==> config.mk <==
export PLATFORM = sky130hd
export DESIGN_NAME = boi_bit_op_unit
export DESIGN_NICKNAME = d
export VERILOG_FILES = /design/src/hw/boi_pkg.sv /design/src/hw/boi_bit_op_unit.sv /design/src/hw/boi_file_regs.sv
export SDC_FILE = /design/constraint.sdc
export NUM_CORES = 1
export LEC_CHECK = 0
export BUFFER_PORTS_ARGS = -buffer_cell sky130_fd_sc_hd__buf_2
export CAP_MARGIN = 30
export CORE_UTILIZATION = 50
export CTS_BUF_LIST = sky130_fd_sc_hd__clkbuf_8
export CTS_CLUSTER_SIZE = 12
export DETAILED_ROUTE_END_ITERATION = 16
export HOLD_SLACK_MARGIN = 0.03
export PLACE_DENSITY = 0.66
export REMOVE_ABC_BUFFERS = 1
export SLEW_MARGIN = 10
export SYNTH_ARGS = -nofsm -noshare
export SYNTH_HDL_FRONTEND = slang
export SYNTH_SLANG_ARGS = --single-unit
==> constraint.sdc <==
create_clock -name core_clk -period 2.9 [get_ports core_clk]
set_input_delay 0.435 -clock core_clk [delete_from_list [all_inputs] [get_ports core_clk]]
set_output_delay 0.435 -clock core_clk [all_outputs]
set_load 0.005 [all_outputs]
==> src/hw/boi_pkg.sv <==
package boi_pkg;
   localparam int          INSTR_W        = 12;
   localparam int          DATA_W         = 8;
   localparam int          ADDR_W         = 5;
   localparam int          BITSEL_W       = 3;
   localparam int          OPC_MSB        = 11;
   localparam int          OPC_LSB        = 8;
   localparam int          BITSEL_MSB     = 7;
   localparam int          BITSEL_LSB     = 5;
   localparam int          ADDR_MSB       = 4;
   localparam int          ADDR_LSB       = 0;
   localparam logic [3:0]  OPC_SET        = 4'h5;
   localparam logic [3:0]  OPC_SKIP_CLEAR = 4'h6;
   localparam logic [3:0]  OPC_SKIP_SET   = 4'h7;
   localparam logic [11:0] NO_OPERATION   = 12'h000;
   localparam logic [7:0]  FILE_RESET     = 8'h00;
   localparam int          FILE_DEPTH     = 32;

   typedef enum logic [1:0] {
      BOI_RUN  = 2'b00,
      BOI_SKIP = 2'b01
   } boi_state_t;
endpackage

==> src/hw/boi_bit_op_unit.sv <==
// Notes on behaviour
// - Opcode 0101 sets bit, one cycle.
// - Opcode 0111 skips next when bit set.
// - Opcode 0110 skips next when bit clear.
// - Skip replaces prefetched word with no-operation.
// - Bit field 7:5, address field 4:0.
module boi_bit_op_unit
   import boi_pkg::*;
(
   input  wire logic                       core_clk,
   input  wire logic                       rst,
   input  wire logic                       instr_valid,
   input  wire logic [boi_pkg::INSTR_W-1:0] instr,
   output logic                            exec_valid_q,
   output logic      [boi_pkg::INSTR_W-1:0] exec_instr_q,
   output logic                            skip_q,
   output logic                            set_done_q,
   output logic      [boi_pkg::ADDR_W-1:0]  last_addr_q,
   output logic      [boi_pkg::DATA_W-1:0]  last_data_q
);
   import boi_pkg::*;

   boi_state_t            state_q;
   boi_state_t            state_d;
   logic [DATA_W-1:0]     rd_data;
   logic [DATA_W-1:0]     bit_mask;
   logic [DATA_W-1:0]     set_value;
   logic                  sel_bit;

   wire [3:0]          opcode = instr[OPC_MSB:OPC_LSB];
   wire [BITSEL_W-1:0] bitsel = instr[BITSEL_MSB:BITSEL_LSB];
   wire [ADDR_W-1:0]   faddr  = instr[ADDR_MSB:ADDR_LSB];

   // discard the word after a taken skip
   wire live       = instr_valid && state_q == BOI_RUN;
   wire is_set     = live && opcode == OPC_SET;
   wire is_tst_set = live && opcode == OPC_SKIP_SET;
   wire is_tst_clr = live && opcode == OPC_SKIP_CLEAR;

   assign bit_mask  = DATA_W'(1) << bitsel;
   assign set_value = rd_data | bit_mask;
   assign sel_bit   = rd_data[bitsel];

   // skip on set; skip on clear
   wire take_skip = (is_tst_set && sel_bit) || (is_tst_clr && !sel_bit);

   assign state_d = take_skip ? BOI_SKIP : (instr_valid ? BOI_RUN : state_q);

   boi_file_regs u_file (
      .core_clk (core_clk),
      .rst      (rst),
      .addr     (faddr),
      .wr_en    (is_set),
      .wr_data  (set_value),
      .rd_data  (rd_data)
   );

   always_ff @(posedge core_clk) begin
      if (rst) begin
         state_q      <= BOI_RUN;
         exec_valid_q <= 1'b0;
         exec_instr_q <= NO_OPERATION;
         skip_q       <= 1'b0;
         set_done_q   <= 1'b0;
         last_addr_q  <= '0;
         last_data_q  <= FILE_RESET;
      end else begin
         state_q      <= state_d;
         exec_valid_q <= instr_valid;
         // no-operation in place of skipped word
         exec_instr_q <= live ? instr : NO_OPERATION;
         skip_q       <= take_skip;
         set_done_q   <= is_set;
         if (live) begin
            last_addr_q <= faddr;
            last_data_q <= is_set ? set_value : rd_data;
         end
      end
   end

   a_set_bit_one: assert property (@(posedge core_clk) disable iff (rst)
      is_set |=> set_done_q && last_data_q == $past(set_value))
      else $error("bit set result wrong");

   a_skip_if_set: assert property (@(posedge core_clk) disable iff (rst)
      (is_tst_set && sel_bit) |=> skip_q)
      else $error("skip on set missed");

   a_skip_if_clr: assert property (@(posedge core_clk) disable iff (rst)
      (is_tst_clr && !sel_bit) |=> skip_q)
      else $error("skip on clear missed");

   a_skip_nop_next: assert property (@(posedge core_clk) disable iff (rst)
      (take_skip ##1 instr_valid) |=> exec_instr_q == NO_OPERATION && !skip_q && !set_done_q)
      else $error("skipped word executed");

   a_skip_cause: assert property (@(posedge core_clk) disable iff (rst)
      skip_q |-> $past(is_tst_set || is_tst_clr))
      else $error("spurious skip");

   a_addr_field: assert property (@(posedge core_clk) disable iff (rst)
      live |=> last_addr_q == $past(faddr))
      else $error("address field wrong");

   a_rmw_keep: assert property (@(posedge core_clk) disable iff (rst)
      is_set |=> (last_data_q & ~$past(bit_mask)) == ($past(rd_data) & ~$past(bit_mask)))
      else $error("other bits disturbed");

   a_set_visible: assert property (@(posedge core_clk) disable iff (rst)
      is_set ##1 (instr_valid && faddr == $past(faddr)) |-> rd_data[$past(bitsel)])
      else $error("bit not stored");

   a_reset_outputs: assert property (@(posedge core_clk)
      rst |=> !exec_valid_q && !skip_q && !set_done_q && exec_instr_q == NO_OPERATION)
      else $error("outputs not cleared by reset");

   a_reset_state: assert property (@(posedge core_clk)
      rst |=> state_q == BOI_RUN && last_data_q == FILE_RESET)
      else $error("state not cleared by reset");

   a_noskip_set_op: assert property (@(posedge core_clk) disable iff (rst)
      (is_tst_set && !sel_bit) |=> !skip_q)
      else $error("skip on set taken wrongly");

   a_noskip_clr_op: assert property (@(posedge core_clk) disable iff (rst)
      (is_tst_clr && sel_bit) |=> !skip_q)
      else $error("skip on clear taken wrongly");

   a_set_no_skip: assert property (@(posedge core_clk) disable iff (rst)
      is_set |=> !skip_q)
      else $error("set caused a skip");

   a_set_pulse_src: assert property (@(posedge core_clk) disable iff (rst)
      set_done_q |-> $past(is_set))
      else $error("spurious set pulse");

   a_exec_copy: assert property (@(posedge core_clk) disable iff (rst)
      live |=> exec_instr_q == $past(instr))
      else $error("executed word wrong");

   a_valid_high: assert property (@(posedge core_clk) disable iff (rst)
      instr_valid |=> exec_valid_q)
      else $error("valid copy lost");

   a_valid_low: assert property (@(posedge core_clk) disable iff (rst)
      !instr_valid |=> !exec_valid_q)
      else $error("valid copy spurious");

   a_skip_enters: assert property (@(posedge core_clk) disable iff (rst)
      take_skip |=> state_q == BOI_SKIP)
      else $error("skip state not entered");

   a_skip_pending: assert property (@(posedge core_clk) disable iff (rst)
      (state_q == BOI_SKIP && !instr_valid) |=> state_q == BOI_SKIP)
      else $error("pending skip lost");

   a_skip_release: assert property (@(posedge core_clk) disable iff (rst)
      (state_q == BOI_SKIP && instr_valid) |=> state_q == BOI_RUN)
      else $error("skip state stuck");

   // no skip from a discarded word
   a_skip_single: assert property (@(posedge core_clk) disable iff (rst)
      skip_q |-> !take_skip)
      else $error("skip chained");

   a_skip_no_effect: assert property (@(posedge core_clk) disable iff (rst)
      (state_q == BOI_SKIP && instr_valid) |=> !set_done_q && exec_instr_q == NO_OPERATION)
      else $error("discarded word acted");

   a_set_bit_high: assert property (@(posedge core_clk) disable iff (rst)
      is_set |=> last_data_q[$past(bitsel)])
      else $error("selected bit not high");

   a_test_reads: assert property (@(posedge core_clk) disable iff (rst)
      (is_tst_set || is_tst_clr) |=> last_data_q == $past(rd_data))
      else $error("test data wrong");

   a_test_no_done: assert property (@(posedge core_clk) disable iff (rst)
      (is_tst_set || is_tst_clr) |=> !set_done_q)
      else $error("test caused a write");

   a_idle_hold: assert property (@(posedge core_clk) disable iff (rst)
      !live |=> $stable(last_addr_q) && $stable(last_data_q))
      else $error("last values moved");

   a_mask_onehot: assert property (@(posedge core_clk) disable iff (rst)
      $onehot(bit_mask))
      else $error("bit mask not one-hot");

   a_other_ops: assert property (@(posedge core_clk) disable iff (rst)
      (live && opcode != OPC_SET && opcode != OPC_SKIP_SET && opcode != OPC_SKIP_CLEAR) |=> !skip_q && !set_done_q)
      else $error("unknown opcode acted");
endmodule // boi_bit_op_unit

==> src/hw/boi_file_regs.sv <==
module boi_file_regs
   import boi_pkg::*;
(
   input  wire logic                    core_clk,
   input  wire logic                    rst,
   input  wire logic [boi_pkg::ADDR_W-1:0] addr,
   input  wire logic                    wr_en,
   input  wire logic [boi_pkg::DATA_W-1:0] wr_data,
   output logic      [boi_pkg::DATA_W-1:0] rd_data
);
   logic [DATA_W-1:0] mem_q [FILE_DEPTH];

   assign rd_data = mem_q[addr];

   genvar gi;
   generate
      for (gi = 0; gi < FILE_DEPTH; gi++) begin : g_reg
         always_ff @(posedge core_clk) begin
            if (rst) begin
               mem_q[gi] <= FILE_RESET;
            end else if (wr_en && addr == ADDR_W'(gi)) begin
               mem_q[gi] <= wr_data;
            end
         end
      end
   endgenerate
endmodule // boi_file_regs

==> results of run 1 <==
-- per-stage QoR --
stage,util [%],cells,setup WS [ps]
after floorplan,-,913,-201
after global routing,58.7,1459,174
final,58.7,1459,343
after global placement,55.3,1379,-48.9
after CTS,58.7,1459,366
after detailed placement,55.3,1379,-102
-- cell families after synthesis --
| kind of cell | share of synthesized area [%] |
|---|---|
| AO/OA/AOI/OAI | 6.33 |
| AND/OR/NAND/NOR | 13.5 |
| flip-flops | 65.0 |
| buffers and inverters | 3.85 |
| multiplexers | 11.4 |
-- flip-flops by register name, summed over array words and instances (netlist names) --
signal and flops:
exec_instr_q 12, exec_valid_q 1, last_addr_q 5, last_data_q 8, set_done_q 1, skip_q 1, state_q 1, u_file.mem_q 256
-- critical path: stages, from the launching register on --
cell and delay (ps):
edfxtp_1 360, mux4_1 510, a2111oi_0 480, buf_4 190, a211o_1 150, o22ai_1 110
a2111oi_2 360, or4_1 180, nand3_1 80
-- metal layers --
| metal | vias to the layer above | share of wire [%] |
|---|---|---|
| met4 | 0 | 3.2 |
| li1 | 3834 | - |
| met1 | 4299 | 42 |
| met3 | 71 | 7.5 |
| met5 | - | 0 |
| met2 | 429 | 47 |
-- final cells by class --
cell class,instances,area share [%]
clock buffer,49,4.59
clock inverter,31,1.18
inverter,6,0.153
multi-input combinational,622,27.5
sequential,285,56.3
tap,330,2.81
timing repair buffer,136,7.44
-- power by group through the flow --
stage	clock network (mW)	registers (mW)	logic [mW]
6_report	3.25	4.65	0.975
5_1_grt	3.45	4.66	1.02
4_1_cts	3.28	4.65	0.969
3_5_place_dp	0	4.74	0.966
3_3_place_gp	0	4.73	0.958
2_1_floorplan	0	4.72	0.400
-- layout by cell type, fill, tap and decap left out, drive strengths merged, types with 3 or more instances in the layout --
master / n
clkinv: 6
o21ai: 10
buf: 136
nor2: 292
a21o: 33
nand2b: 6
mux4: 38
clkbuf: 49
a31oi: 4
a21oi: 16
o22ai: 12
a22oi: 7
edfxtp: 256
and2: 9
mux2i: 51
dfxtp: 29
nor2b: 5
nand3b: 4
nor4: 3
a211oi: 5
o221ai: 8
nand2: 61
a311oi: 3
nor3: 26
inv: 28
a32oi: 4
-- final timing paths --
path	startpoint	end	depth (start not counted)
max	u_file.mem_q[19][2]	state_q[0]	8
min	instr[10]	exec_instr_q[10]	2
max reg2reg	u_file.mem_q[19][2]	state_q[0]	8
min reg2reg	last_addr_q[1]	last_addr_q[1]	2
==> flow_summary.ini, run 1 <==
[timing]
hold_viol = 0
clock.fmax_mhz = 391
setup_viol = 0
worstMarginPinSlew_ps = 545
worst_hold_slack_ps = 120
final.setup_skew_ps = 19.5
finalCriticalPeriod_ps = 2560
setup_tns_ps = 0
rsz0062_at_grt = no
post-route-period-util_pct = 88.2
slew_violations = 0
relSlewSlack_pct = 63.4

[route]
totalWireLength_microns = 33800
ant_nets = 0
drcViolationCount = 0
first_iter_violations = 1006
via_count = 8633
vias_per_cell = 5.92
dr.pass1.iters = 7
wl_per_cell_microns = 23.2

[global_route]
use_met2_pct = 42.2
antenna_found_initial = 1
grt_overflow = 0
grt_max_degree = 35
use_met3_pct = 4.03
grt_usage_pct = 26.6
globalRouteMet1Util_pct = 37.3
first_global_vias = 8331
top_usage_layer = met2
grt_first_pass_wirelength_microns = 50800

[power]
p_leak_nw = 5.95
swShare_pct = 24.7
power_density_nw_per_um2 = 604
power_frac_seq_pct = 52.4
p_sw_mw = 2.19
fin_total_pwr_mw = 8.88
power.share.combinational_pct = 11.0
peakVddDrop_mv = 0.299
clockPowerShare_pct = 36.6
internal_power_mw = 6.69

[critical_path]
end_kind = register
worstPathRequired_ps = 3320
cp_max_fo = 3
start_kind = register
arrival_ps = 2980
crit_type = register to register
reg2reg_slack_ps = 340

[final_layout]
finalInstanceArea_sq_um = 14700
multi_input_area_sq_um = 4050
n_fill_cell = 2052
diodes = 0
area.sequential_sq_um = 8270
layout-drive-gt1-share_pct = 20.0
nets = 1111
area_delta_synth_final_pct = 15.5

[synth]
synthesis.area_sq_um = 12700
avgSynthCellArea_sq_um = 13.0
async_flop_share_pct = 0
synth_top_area_share_pct = 60.4
ys.flop_type = edfxtp_1
ys_seq_area_share_pct = 65.0
synth.most_common_cell = nor2_1
ys_types = 54
yosys-top-cells-area = edfxtp_1 (60%), nor2_1 (8.6%), dfxtp_1 (4.6%), mux4_2 (4.1%), mux2i_1 (4.0%)
synth-seq-cells = 285
synth-edff-count = 256
synth_warnings = 0
netlist_instances = 981
ys_top_cells_by_count = nor2_1 (292), edfxtp_1 (256), nand2_1 (61)
synth_top_cell_by_area = edfxtp_1

[floorplan]
coreArea_sq_um = 25000
start_util_pct = 50.8
design.die.area_sq_um = 26100
die_h_microns = 162
die_w_microns = 162
io_pins = 43
rows = 58

[place]
place.gp.congestion = 0.966
post_dp_cell_area_sq_um = 13800
hpwl_microns = 23100
io_buffers = 42

[flow_run]
max_cap_violations = 0

[clock_network]
clk_latency_ps = 560
clockBufferDepth = 3
h-tree-depth = 2
clk_pin_slew_ps = 70
cts_root_buffer = clkbuf_8
cts_inserted_buffers = 45
cts.sinks = 285
cts_resized = 0
cts_setup_buffers = 0
cts_tree = built
ctsHoldBuffers = 0

[outcome]
status = finished clean

[worst_hold_path]
hp-class = input port to register
Note: power is estimated with default switching activity, not from simulation.
==> run 2, diff against run 1 <==
Settings changed: CELL_PAD_IN_SITES_DETAIL_PLACEMENT from default to 1, CELL_PAD_IN_SITES_GLOBAL_PLACEMENT from default to 2, CORE_UTILIZATION 50 to 46, PLACE_DENSITY 0.66 to 0.82.
==> flow_summary.ini, run 2 (same netlist as run 1, synthesis figures left out) <==
[outcome]
status = finished clean

[clock_network]
cts_root_buffer = clkbuf_8
cts_setup_buffers = 0
cts.sinks = 285
h-tree-depth = 2
cts_resized = 0
ctsHoldBuffers = 0
cts_tree = built
clk_latency_ps = 580
clk_pin_slew_ps = 60
cts_inserted_buffers = 48
clockBufferDepth = 3

[final_layout]
n_fill_cell = 2759
regMostFlops = u_file.mem_q
layout_commonest_cell = nor2_1
instances_no_fill = 1480
multi_input_area_sq_um = 4060
diodes = 0
area_delta_synth_final_pct = 16.7
largest_reg_flops = 256
layout_common_cells = nor2_1 (292), edfxtp_1 (256), buf_4 (81), nand2_1 (61), clkbuf_8 (55)
area.sequential_sq_um = 8270
top_regs = u_file.mem_q x256, exec_instr_q x12, last_data_q x8
nets = 1117
layout-drive-gt1-share_pct = 21.2
post-route-util_pct = 54.9

[floorplan]
die_w_microns = 168
coreArea_sq_um = 27000
die_h_microns = 168
design.die.area_sq_um = 28300
io_pins = 43
rows = 60
start_util_pct = 47.1

[flow_run]
max_cap_violations = 0

[global_route]
grt_first_pass_wirelength_microns = 58600
first_global_vias = 9224
antenna_found_initial = 0
grt_usage_pct = 28.5
grt_max_degree = 33
grt_overflow = 0

[timing]
relSlewSlack_pct = 58.6
rsz0062_at_grt = no
worst_hold_slack_ps = 111
slew_violations = 0
setup_tns_ps = 0
finalCriticalPeriod_ps = 2670
worstMarginPinSlew_ps = 617
clock.fmax_mhz = 374
setup_viol = 0
post-route-period-util_pct = 92.2
hold_viol = 0
final.setup_skew_ps = 22.4

[place]
io_buffers = 42
place.gp.congestion = 0.941
dp_cells = 1393
hpwl_microns = 27900

[route]
vias_per_cell = 5.99
ant_nets = 0
wl_per_cell_microns = 26.7
via_count = 8869
totalWireLength_microns = 39500
drcViolationCount = 0
first_iter_violations = 800
dr.pass1.iters = 5

[critical_path]
cp_max_fo = 3
worstPathRequired_ps = 3340
arrival_ps = 3120
crit_type = register to register
end_kind = register
start_kind = register

[power]
power_density_nw_per_um2 = 616
clockPowerShare_pct = 37.9
peakVddDrop_mv = 0.271
p_sw_mw = 2.34
fin_total_pwr_mw = 9.14
internal_power_mw = 6.80
power_frac_seq_pct = 50.9
power.share.combinational_pct = 11.1
p_leak_nw = 5.99
swShare_pct = 25.6

[worst_hold_path]
hp-class = input port to register
run 2: cell type report:
class                           count  area share (%)
Sequential cell                   285            55.7
Tap cell                          341            2.87
Inverter                            6           0.152
Clock inverter                     32            1.11
Clock buffer                       55            5.10
Multi-Input combinational cell    622            27.3
Timing Repair Buffer              139            7.77
run 2: path summary, 6_finish.rpt:
path,startpoint,end,slack (ps),depth (start not counted)
min reg2reg,last_addr_q[1],last_addr_q[1],460,2
max reg2reg,u_file.mem_q[19][2],state_q[0],230,8
min,instr[11],exec_instr_q[11],110,2
max,u_file.mem_q[19][2],state_q[0],230,8
run 2: layer usage:
layer  global-route usage [%]  wire, microns  vias to the layer above  part of all wire [%]
li1                         -              -                     3842                     -
met1                     36.7          16400                     4582                    41
met2                     48.5          19500                      355                    49
met3                     4.65           2360                       90                   6.0
met4                     10.8           1320                        0                   3.3
met5                        0              0                        -                     0
run 2: worst max-delay path, stage by stage (launching register included):
cell	delay, ps
edfxtp_1	370
mux4_1	520
a2111oi_0	570
buf_4	200
a211o_1	130
o22ai_1	110
a2111oi_2	360
or4_1	190
nand3_1	80
run 2: metrics by stage:
stage	worst slack [ps]	instance area [sq um]
floorplan	-201	12300
global placement	-127	13900
detailed placement	-175	13900
CTS	260	14900
global route	75.0	14900
finish	227	14900
run 2: power by group through the flow:
stage,logic [mW],clock network (mW),registers (mW)
2_1_floorplan,0.400,0,4.72
3_3_place_gp,0.997,0,4.73
5_1_grt,1.06,3.65,4.66
6_report,1.02,3.47,4.66
4_1_cts,1.02,3.50,4.66
3_5_place_dp,1.01,0,4.74
